## config.mk

```make
export PLATFORM = sky130hd
export DESIGN_NAME = hdcr_haptic_drive_config_regs
export DESIGN_NICKNAME = d
export VERILOG_FILES = /design/src/rtl/hdcr_haptic_drive_config_regs.v
export VERILOG_INCLUDE_DIRS = /design/src /design/src/rtl
export SDC_FILE = /design/constraint.sdc
export NUM_CORES = 1
export LEC_CHECK = 0
export BUFFER_PORTS_ARGS = -buffer_cell sky130_fd_sc_hd__buf_2
export CORE_MARGIN = 3
export CORE_UTILIZATION = 47
export CTS_CLUSTER_DIAMETER = 50
export DETAILED_ROUTE_END_ITERATION = 7
export MAX_ROUTING_LAYER = met4
export PLACE_DENSITY_LB_ADDON = 0.05
export SYNTH_ARGS = -nofsm -noshare
export SYNTH_HDL_FRONTEND = slang
export SYNTH_SLANG_ARGS = --single-unit
```

## constraint.sdc

```tcl
create_clock -name i_sys_clk -period 2 [get_ports i_sys_clk]
set_clock_uncertainty 0.15 [all_clocks]
set_input_delay 0.4 -clock i_sys_clk [delete_from_list [all_inputs] [get_ports i_sys_clk]]
set_output_delay 0.4 -clock i_sys_clk [all_outputs]
set_load 0.01 [all_outputs]
```

## src/rtl/hdcr_consts.vh

```
// Register map, field positions and reset values of the haptic drive configuration bank
`ifndef HDCR_CONSTS_VH
`define HDCR_CONSTS_VH

`define HDCR_ADDR_W          8
`define HDCR_OFS_UNLOCK      8'h10
`define HDCR_OFS_FULL_SCALE  8'h12
`define HDCR_OFS_SUPPLY_TH   8'h13
`define HDCR_OFS_SKIP_TH     8'h14
`define HDCR_OFS_RESTORE_DLY 8'h15
`define HDCR_OFS_STATUS      8'h1f

`define HDCR_UNLOCK_BIT      0
`define HDCR_RESTORE_BIT     7
`define HDCR_SKIP_W          7
`define HDCR_DLY_W           5
`define HDCR_GUESS_W         12

`define HDCR_RST_FULL_SCALE  8'hff
`define HDCR_RST_SUPPLY_TH   8'h00
`define HDCR_RST_SKIP_TH     7'h00
`define HDCR_RST_DLY         5'h00
`define HDCR_RST_RESTORE     1'b0

`endif

```

## src/rtl/hdcr_haptic_drive_config_regs.v

```verilog
// Haptic drive configuration bank with supply lock, skip and guess restore logic
//
// Summary of operation
// Amplitude percentage is referred to an 8-bit full-scale voltage code.
// Effective full scale is min of programmed code and supply code.
// Supply below threshold locks driver, pulses interrupt, sets fault flag.
// Lock holds until software writes 1 to the unlock bit.
// Skip back-EMF detection when amplitude magnitude is below skip threshold.
// Restore-disable 0 reloads initial guess after braking half periods end.
// Restore-disable 1 keeps present frequency after braking ends.
// Wait programmed half periods before starting or restarting measurement.
// Unlock bit returns to zero by itself after the unlock.
// Supply compared continuously on threshold scale while driver enabled.
`timescale 1ns/1ps
`include "hdcr_consts.vh"

module hdcr_haptic_drive_config_regs (
  input  wire        i_sys_clk,        // System clock, 50 MHz
  input  wire        i_reset,          // Synchronous reset, active high
  input  wire        i_wr_en,          // Register write strobe
  input  wire        i_rd_en,          // Register read strobe
  input  wire [7:0]  i_addr,           // Register offset
  input  wire [7:0]  i_wdata,          // Write data
  output reg  [7:0]  o_rdata,          // Read data, registered
  input  wire        i_driver_enable,  // Driver enable request from playback
  input  wire [7:0]  i_supply_code,    // Digitized driver supply, 21.57 mV steps
  input  wire [7:0]  i_amplitude,      // Signed amplitude, percent of full scale
  input  wire        i_half_period,    // Pulse at each sinewave half period
  input  wire        i_pattern_start,  // Pulse at vibration pattern start
  input  wire        i_polarity_chg,   // Pulse at output polarity change
  input  wire        i_brake_done,     // Pulse when braking half periods end
  input  wire [11:0] i_initial_guess,  // Initial frequency guess
  input  wire [11:0] i_track_freq,     // Frequency from resonance tracking
  output reg  [7:0]  o_full_scale_eff, // Effective full-scale voltage code
  output reg         o_driver_run,     // Driver allowed to run
  output reg         o_supply_disable_irq, // One-cycle supply-disable interrupt
  output reg         o_driver_fault_flag,  // Sticky supply fault
  output reg         o_emf_skip,       // Back-EMF detection skipped
  output reg         o_emf_measure_en, // Back-EMF measurement allowed
  output reg  [11:0] o_drive_freq      // Driving frequency
);

  reg [7:0]                 full_scale_voltage_r;
  reg [7:0]                 supply_disable_threshold_r;
  reg [`HDCR_SKIP_W-1:0]    emf_skip_threshold_r;
  reg [`HDCR_DLY_W-1:0]     initial_measure_delay_r;
  reg                       guess_restore_disable_r;
  reg                       fault_unlock_bit_r;
  reg [`HDCR_DLY_W-1:0]     delay_cnt_r;
  reg                       skip_prev_r;

  wire wr_unlock  = i_wr_en && (i_addr == `HDCR_OFS_UNLOCK);
  wire wr_fs      = i_wr_en && (i_addr == `HDCR_OFS_FULL_SCALE);
  wire wr_th      = i_wr_en && (i_addr == `HDCR_OFS_SUPPLY_TH);
  wire wr_skip    = i_wr_en && (i_addr == `HDCR_OFS_SKIP_TH);
  wire wr_rd      = i_wr_en && (i_addr == `HDCR_OFS_RESTORE_DLY);
  wire undervolt  = i_driver_enable && (i_supply_code < supply_disable_threshold_r);
  wire [`HDCR_SKIP_W-1:0] amp_mag = i_amplitude[`HDCR_SKIP_W-1:0];
  wire skip_now   = amp_mag < emf_skip_threshold_r;
  // Any restart event reloads the wait count
  wire restart    = i_pattern_start || i_polarity_chg || (skip_prev_r && !skip_now);

  always @(posedge i_sys_clk) begin
    if (i_reset) begin
      full_scale_voltage_r       <= `HDCR_RST_FULL_SCALE;
      supply_disable_threshold_r <= `HDCR_RST_SUPPLY_TH;
      emf_skip_threshold_r       <= `HDCR_RST_SKIP_TH;
      initial_measure_delay_r    <= `HDCR_RST_DLY;
      guess_restore_disable_r    <= `HDCR_RST_RESTORE;
    end else begin
      if (wr_fs)
        full_scale_voltage_r <= i_wdata;
      if (wr_th)
        supply_disable_threshold_r <= i_wdata;
      if (wr_skip)
        emf_skip_threshold_r <= i_wdata[`HDCR_SKIP_W-1:0];
      if (wr_rd) begin
        initial_measure_delay_r <= i_wdata[`HDCR_DLY_W-1:0];
        guess_restore_disable_r <= i_wdata[`HDCR_RESTORE_BIT];
      end
    end
  end

  // Fault set wins over unlock so a fresh undervoltage is never lost
  always @(posedge i_sys_clk) begin
    if (i_reset) begin
      o_driver_fault_flag  <= 1'b0;
      o_supply_disable_irq <= 1'b0;
      fault_unlock_bit_r   <= 1'b0;
    end else begin
      o_supply_disable_irq <= undervolt && !o_driver_fault_flag;
      if (undervolt)
        o_driver_fault_flag <= 1'b1;
      else if (fault_unlock_bit_r)
        o_driver_fault_flag <= 1'b0;
      if (wr_unlock && i_wdata[`HDCR_UNLOCK_BIT])
        fault_unlock_bit_r <= 1'b1;
      else
        fault_unlock_bit_r <= 1'b0;
    end
  end

  always @(posedge i_sys_clk) begin
    if (i_reset) begin
      o_full_scale_eff <= 8'h00;
      o_driver_run     <= 1'b0;
      o_emf_skip       <= 1'b0;
      skip_prev_r      <= 1'b0;
      delay_cnt_r      <= `HDCR_RST_DLY;
      o_emf_measure_en <= 1'b0;
      o_drive_freq     <= 12'h000;
    end else begin
      o_full_scale_eff <= (full_scale_voltage_r < i_supply_code) ?
                          full_scale_voltage_r : i_supply_code;
      o_driver_run     <= i_driver_enable && !o_driver_fault_flag && !undervolt;
      o_emf_skip       <= skip_now;
      skip_prev_r      <= skip_now;
      if (restart) begin
        delay_cnt_r      <= initial_measure_delay_r;
        o_emf_measure_en <= 1'b0;
      end else if (i_half_period && delay_cnt_r != 5'h00) begin
        delay_cnt_r      <= delay_cnt_r - 5'h01;
        o_emf_measure_en <= 1'b0;
      end else begin
        o_emf_measure_en <= (delay_cnt_r == 5'h00) && !skip_now;
      end
      if (i_brake_done && !guess_restore_disable_r)
        o_drive_freq <= i_initial_guess;
      else if (!i_brake_done)
        o_drive_freq <= i_track_freq;
      // Restore disabled: brake end holds present frequency
      else
        o_drive_freq <= o_drive_freq;
    end
  end

  always @(posedge i_sys_clk) begin
    if (i_reset)
      o_rdata <= 8'h00;
    else if (i_rd_en) begin
      case (i_addr)
        `HDCR_OFS_UNLOCK:      o_rdata <= {7'h00, fault_unlock_bit_r};
        `HDCR_OFS_FULL_SCALE:  o_rdata <= full_scale_voltage_r;
        `HDCR_OFS_SUPPLY_TH:   o_rdata <= supply_disable_threshold_r;
        `HDCR_OFS_SKIP_TH:     o_rdata <= {1'b0, emf_skip_threshold_r};
        `HDCR_OFS_RESTORE_DLY: o_rdata <= {guess_restore_disable_r, 2'b00,
                                           initial_measure_delay_r};
        `HDCR_OFS_STATUS:      o_rdata <= {5'h00, o_emf_skip, o_driver_run,
                                           o_driver_fault_flag};
        default:               o_rdata <= 8'h00;
      endcase
    end
  end

endmodule // hdcr_haptic_drive_config_regs

```

==> run_results.csv, run 1 <==
group,metric,value,unit
synth,yosysTopAreaCell,"dfxtp_1",
worst_setup_path,crit_path_end_kind,"flop",
power_and_ir_drop,p_leak,2.09,nW
route,viasPerCell,5.35,
timing,fin_crit_sh,100,%
timing,hold_viol,0,
worst_setup_path,worstPathRequired,2.10,ns
job,max_cap_viol_count,0,
clocking,post_cts_buffers,0,
synth,synth_edf_count,0,
synth,synth_compound_area_share,19.6,%
synth,netlist_top_cells_count,"68 x dfxtp_1, 55 x nor2_1, 36 x mux2i_1",
synth,seq_area_frac_synth,38.9,%
die,die_y,92.3,um
clocking,clk_pin_slew,0.09,ns
synth,yosysUniqueCellTypes,49,
global_routing,antenna_found_initial,0,
clocking,cts.sinks,68,
timing,min_period,2.00,ns
route,drc_errors,0,
power_and_ir_drop,vdd_drop_max,0.514,mV
outcome,status,"finished, final reports clean",
layout,post-route-util,65.7,%
timing,tightestPinTransition,0.508,ns
die,dieArea,8530,um^2
worst_setup_path,critPathKind,"flop to flop",
synth,synth-main-ff-cell,"dfxtp_1",
synth,netlist_instances,397,
global_routing,grt_max_degree,25,
timing,slew_violations,0,
route,wl,9580,um
layout,fillCellCount,645,
route,drt_iter0_drc,156,
die,fp-row-count,30,
layout,areaGrowthSynthToFinish,31.7,%
synth,yosys.area_share.simple,17.3,%
clocking,ctsHoldBuffers,0,
route,postRouteAntennaNets,0,
route,wl_per_cell,15.6,um
timing,finalSetupViolCount,0,
clocking,cts_buffers,9,
min_path,worstHoldPathType,"input pin to flop",
place,place_area,4240,um^2
layout,final_area,4610,um^2
synth,syn-num-nets,484,
place,finalWeightedCongestion,0.858,
synth,synthMuxAreaShare,10.6,%
clocking,worstSkewPairLatency,0.35,ns
synth,synth_area_per_cell,8.82,um^2
place,port_buffers,96,
synth,synthAdderAreaFrac,7.86,%
worst_setup_path,cp_max_fo,2,
timing,max_freq,500,MHz
route,firstDrtPassIters,4,
die,fp.dieW,92.3,um
synth,ys_ff_latch,68,
layout,layout.nets,600,
synth,synth_xor_area_share,0.500,%
global_routing,grt_pass1_wl,14800,um
timing,slew_headroom,65.9,%
synth,post-synth-top-count-cell,"dfxtp_1",
timing,grt_setup_unrepaired,"true",
synth,async_flop_share,0,%
global_routing,grt_remaining_overflow,0,
min_path,timing.hold.worst_path_depth,3,
synth,synth_area_leaders,"dfxtp_1 39%, mux2i_1 10%, ha_1 7.9%",
worst_setup_path,critPathLaunchType,"flop",
global_routing,track_usage,22.8,%
clocking,cts_tree,"built",
die,core_area,7020,um^2
clocking,root_buffer,"clkbuf_8",
layout,num_antenna_cells,0,
layout,drive_gt1_share,34.9,%
die,initial_core_util,49.9,%
synth,synth_top_cell_area_share,38.9,%
synth,ys_warn_count,0,
die,io_pins,98,
power_and_ir_drop,pwr_density_cell,623,nW/um^2
worst_setup_path,ff2ff_path_depth,8,
synth,synth_top_family_by_area,"compound AO/OA/AOI/OAI gates",
clocking,clock_path_buffers,2,
synth,syn_area,3500,um^2
place,hpwl,7080,um
global_routing,grt_pass1_vias,3102,
clocking,cts_max_level,3,
route,dr_total_vias,3284,
worst_setup_path,crit_arrival,2.10,ns
-- critical path: stages (launching register included) --
cell and delay [ns]:
dfxtp_2 0.34, inv_2 0.07, ha_4 0.12, or4b_4 0.48, buf_6 0.13, nor3b_2 0.15, a21oi_2 0.15, nor4_2 0.07
a31o_2 0.23
-- per-layer routing --
| metal | GRT usage (%) | routed length, um |
|---|---|---|
| met5 | - | 0 |
| met4 | 6.81 | 88 |
| met3 | 5.61 | 690 |
| met2 | 34.6 | 4490 |
| met1 | 30.1 | 4320 |
-- kinds of logic after synthesis --
group,after synthesis
compound gates,101
fa+ha+maj,22
xor+xnor,2
mux,37
buf+inv,46
flops,68
simple gates,121
-- registers in the layout, indices dropped and copies added, names as in the netlist, 5 cells and up --
register,flops
o_rdata,8
supply_disable_threshold_r,8
full_scale_voltage_r,8
delay_cnt_r,5
o_full_scale_eff,8
emf_skip_threshold_r,7
initial_measure_delay_r,5
o_drive_freq,12
-- final timing paths --
| kind | startpoint | end | slack [ns] |
|---|---|---|---|
| worst max-delay path | delay_cnt_r[0] | delay_cnt_r[2] | 0.0005 |
| worst min-delay path | i_track_freq[10] | o_drive_freq[10] | 0.15 |
| worst max register to register | delay_cnt_r[0] | delay_cnt_r[2] | 0.0005 |
| worst min register to register | o_rdata[2] | o_rdata[2] | 0.30 |
-- through the flow --
| step | std cells | total power [mW] | hold WS (ns) | TNS (ns) | setup slack (ns) |
|---|---|---|---|---|---|
| after floorplan | 397 | 1.64 | 0.295 | 0 | 0.0217 |
| after global placement | 598 | 1.80 | 0.280 | -1.43 | -0.154 |
| after detailed placement | 598 | 1.81 | 0.288 | -2.79 | -0.205 |
| after CTS | 614 | 2.86 | 0.148 | -0.0218 | -0.0132 |
| after global routing | 614 | 3.00 | 0.145 | -0.178 | -0.0495 |
| final | 614 | 2.88 | 0.153 | 0 | 0.000506 |
-- what timing repair did --
| item | 4_1_cts | 5_1_grt |
|---|---|---|
| pin swaps | 0 | 12 |
| gates resized for setup | 5 | 34 |
| setup endpoints to repair | 6 | 8 |
-- layout make-up --
class / instances / area (um^2) / area share, %
clock buffer: 9 / 124 / 2.68
multi-input combinational: 283 / 2150 / 46.5
inverter: 26 / 97.6 / 2.11
tap: 96 / 120 / 2.60
clock inverter: 7 / 57.6 / 1.25
sequential: 68 / 1370 / 29.6
timing repair buffer: 125 / 702 / 15.2
-- power breakdown --
| group | total [mW] | switching [mW] | leakage, nW | internal [mW] |
|---|---|---|---|---|
| Sequential | 1.41 | 0.0182 | 0.558 | 1.39 |
| Combinational | 0.413 | 0.227 | 1.45 | 0.186 |
| Clock | 1.06 | 0.591 | 0.0829 | 0.464 |
| Total | 2.88 | 0.836 | 2.09 | 2.04 |
-- placed cells by master (no fill, tap or decap), types with 3 or more instances in the layout --
master / n
a211oi_1: 14
a21o_1: 4
a21oi_1: 26
a22o_1: 9
a22oi_1: 6
and3_1: 4
buf_2: 96
buf_4: 28
clkbuf_8: 9
clkinvlp_4: 3
dfxtp_1: 63
dfxtp_2: 5
ha_1: 17
ha_4: 5
inv_1: 23
inv_2: 3
inv_6: 3
mux2i_1: 36
nand2_1: 20
nand2b_1: 3
nand3_1: 9
nor2_1: 55
nor2b_1: 5
nor3_1: 3
o21ai_0: 12
o21bai_1: 7
(Power assumes the default switching activity.)
==> run 2, diff against run 1 <==
--- a/config.mk
+++ b/config.mk
@@ -7,8 +7,10 @@
 export NUM_CORES = 1
 export LEC_CHECK = 0
 export BUFFER_PORTS_ARGS = -buffer_cell sky130_fd_sc_hd__buf_2
+export CELL_PAD_IN_SITES_DETAIL_PLACEMENT = 0
+export CELL_PAD_IN_SITES_GLOBAL_PLACEMENT = 1
 export CORE_MARGIN = 3
-export CORE_UTILIZATION = 47
+export CORE_UTILIZATION = 35
 export CTS_CLUSTER_DIAMETER = 50
 export DETAILED_ROUTE_END_ITERATION = 7
 export MAX_ROUTING_LAYER = met4
==> run_results.csv, run 2 (synthesized netlist as in run 1, its figures left out) <==
group,metric,value,unit
timing,finalSetupViolCount,0,
clocking,cts_buffers,9,
die,core_area,9500,um^2
route,wl,10300,um
worst_setup_path,crit_arrival,2.07,ns
place,preCtsSetupSlack,-0.281,ns
global_routing,track_usage,19.0,%
layout,regMostFlops,"o_drive_freq",
die,io_pins,98,
route,viasPerCell,5.07,
global_routing,grt_max_degree,58,
timing,hold_viol,0,
worst_setup_path,crit_path_end_kind,"flop",
worst_setup_path,critPathKind,"flop to flop",
worst_setup_path,cp_max_fo,3,
die,fp.dieW,106,um
clocking,root_buffer,"clkbuf_8",
timing,tightestPinTransition,0.478,ns
layout,stdcell_count,656,
route,firstDrtPassIters,4,
timing,slew_headroom,68.0,%
place,finalWeightedCongestion,0.812,
worst_setup_path,worstPathRequired,2.09,ns
layout,areaGrowthSynthToFinish,35.2,%
die,initial_core_util,36.9,%
die,die_y,106,um
layout,post-route-util,49.8,%
power_and_ir_drop,vdd_drop_max,0.452,mV
layout,final_common_cell,"buf_2",
die,dieArea,11200,um^2
min_path,worstHoldPathType,"input pin to flop",
power_and_ir_drop,p_leak,2.16,nW
global_routing,antenna_found_initial,0,
layout,drive_gt1_share,34.9,%
clocking,ctsHoldBuffers,0,
clocking,cts.sinks,68,
timing,fin_crit_sh,99.0,%
global_routing,grt_pass1_wl,16400,um
power_and_ir_drop,pwr_density_cell,658,nW/um^2
clocking,clk_pin_slew,0.08,ns
timing,min_period,1.98,ns
clocking,cts_max_level,3,
layout,ff_latch_area,1370,um^2
route,drc_errors,0,
global_routing,grt_remaining_overflow,0,
layout,final_cell_mix,"96 x buf_2, 65 x dfxtp_1, 54 x nor2_1, 36 x mux2i_1, 36 x buf_4",
layout,layout.nets,610,
place,hpwl,7720,um
timing,grt_setup_unrepaired,"true",
timing,slew_violations,0,
place,placedCellCount,638,
route,drt_iter0_drc,137,
global_routing,grt_pass1_vias,3238,
clocking,clock_path_buffers,2,
worst_setup_path,critPathLaunchType,"flop",
layout,largest_register_ffs,12,
place,port_buffers,96,
timing,max_freq,505,MHz
outcome,status,"finished, final reports clean",
route,postRouteAntennaNets,0,
route,wl_per_cell,15.6,um
layout,multi_input_area,2090,um^2
timing,finalWorstSetupSlack,0.0201,ns
layout,num_antenna_cells,0,
clocking,cts_tree,"built",
layout,fillCellCount,941,
die,fp-row-count,35,
clocking,worstSkewPairLatency,0.34,ns
job,max_cap_viol_count,0,
route,dr_total_vias,3326,
-- run 2: area by class of cell --
class	instances	area share [%]
clock inverters	4	1.53
well taps	129	3.41
clock buffers	11	3.20
repair buffers	135	16.8
flip-flops and latches	68	28.8
multi-input cells	283	44.2
inverters	26	2.06
-- run 2: worst paths after layout --
kind | startpoint | end | slack [ns] | cells after the start
worst max-delay path | delay_cnt_r[0] | delay_cnt_r[3] | 0.02 | 8
worst min-delay path | i_track_freq[10] | o_drive_freq[10] | 0.17 | 3
worst max register to register | delay_cnt_r[0] | delay_cnt_r[3] | 0.02 | 8
worst min register to register | o_rdata[1] | o_rdata[1] | 0.30 | 2
-- run 2: routing by layer --
layer  share of wire, %  track usage, %  vias to the layer above  routed length [um]
met3                5.3            4.19                       12                 544
li1                   -               -                     1672                   -
met1                 47            25.6                     1542                4860
met2                 46            29.3                      100                4710
met4                1.4            4.53                        0                 140
met5                  0               -                        -                   0
-- run 2: metrics by stage --
stage                     total power [mW]  hold slack (ns)  TNS, ns  instance area, um^2
final                                 3.12            0.168        0                 4740
after global routing                  3.27            0.159   -0.182                 4740
after CTS                             3.13            0.159        0                 4600
after detailed placement              1.82            0.288    -3.24                 4340
after global placement                1.82            0.282    -3.09                 4340
after floorplan                       1.64            0.295        0                 3500
-- run 2: timing repair --
action                     in CTS  in global routing
pin swaps                       0                  8
hold endpoints to repair        0                  0
buffers inserted                0                  3
setup endpoints to repair       6                  7
resized for setup               8                 23
-- run 2: critical path, stage by stage (launching register included) --
cell and delay [ns]:
dfxtp_2 0.35, inv_2 0.05, ha_4 0.15, or4b_4 0.22
nand2_4 0.06, buf_4 0.13, or4_4 0.42, xnor2_2 0.14
o211a_1 0.20
-- run 2: report_power, final --
part	total (mW)	internal, mW	switching (mW)	leakage [nW]
Clock	1.30	0.762	0.534	0.111
Combinational	0.414	0.191	0.223	1.50
Sequential	1.41	1.39	0.0174	0.557
Total	3.12	2.34	0.775	2.16
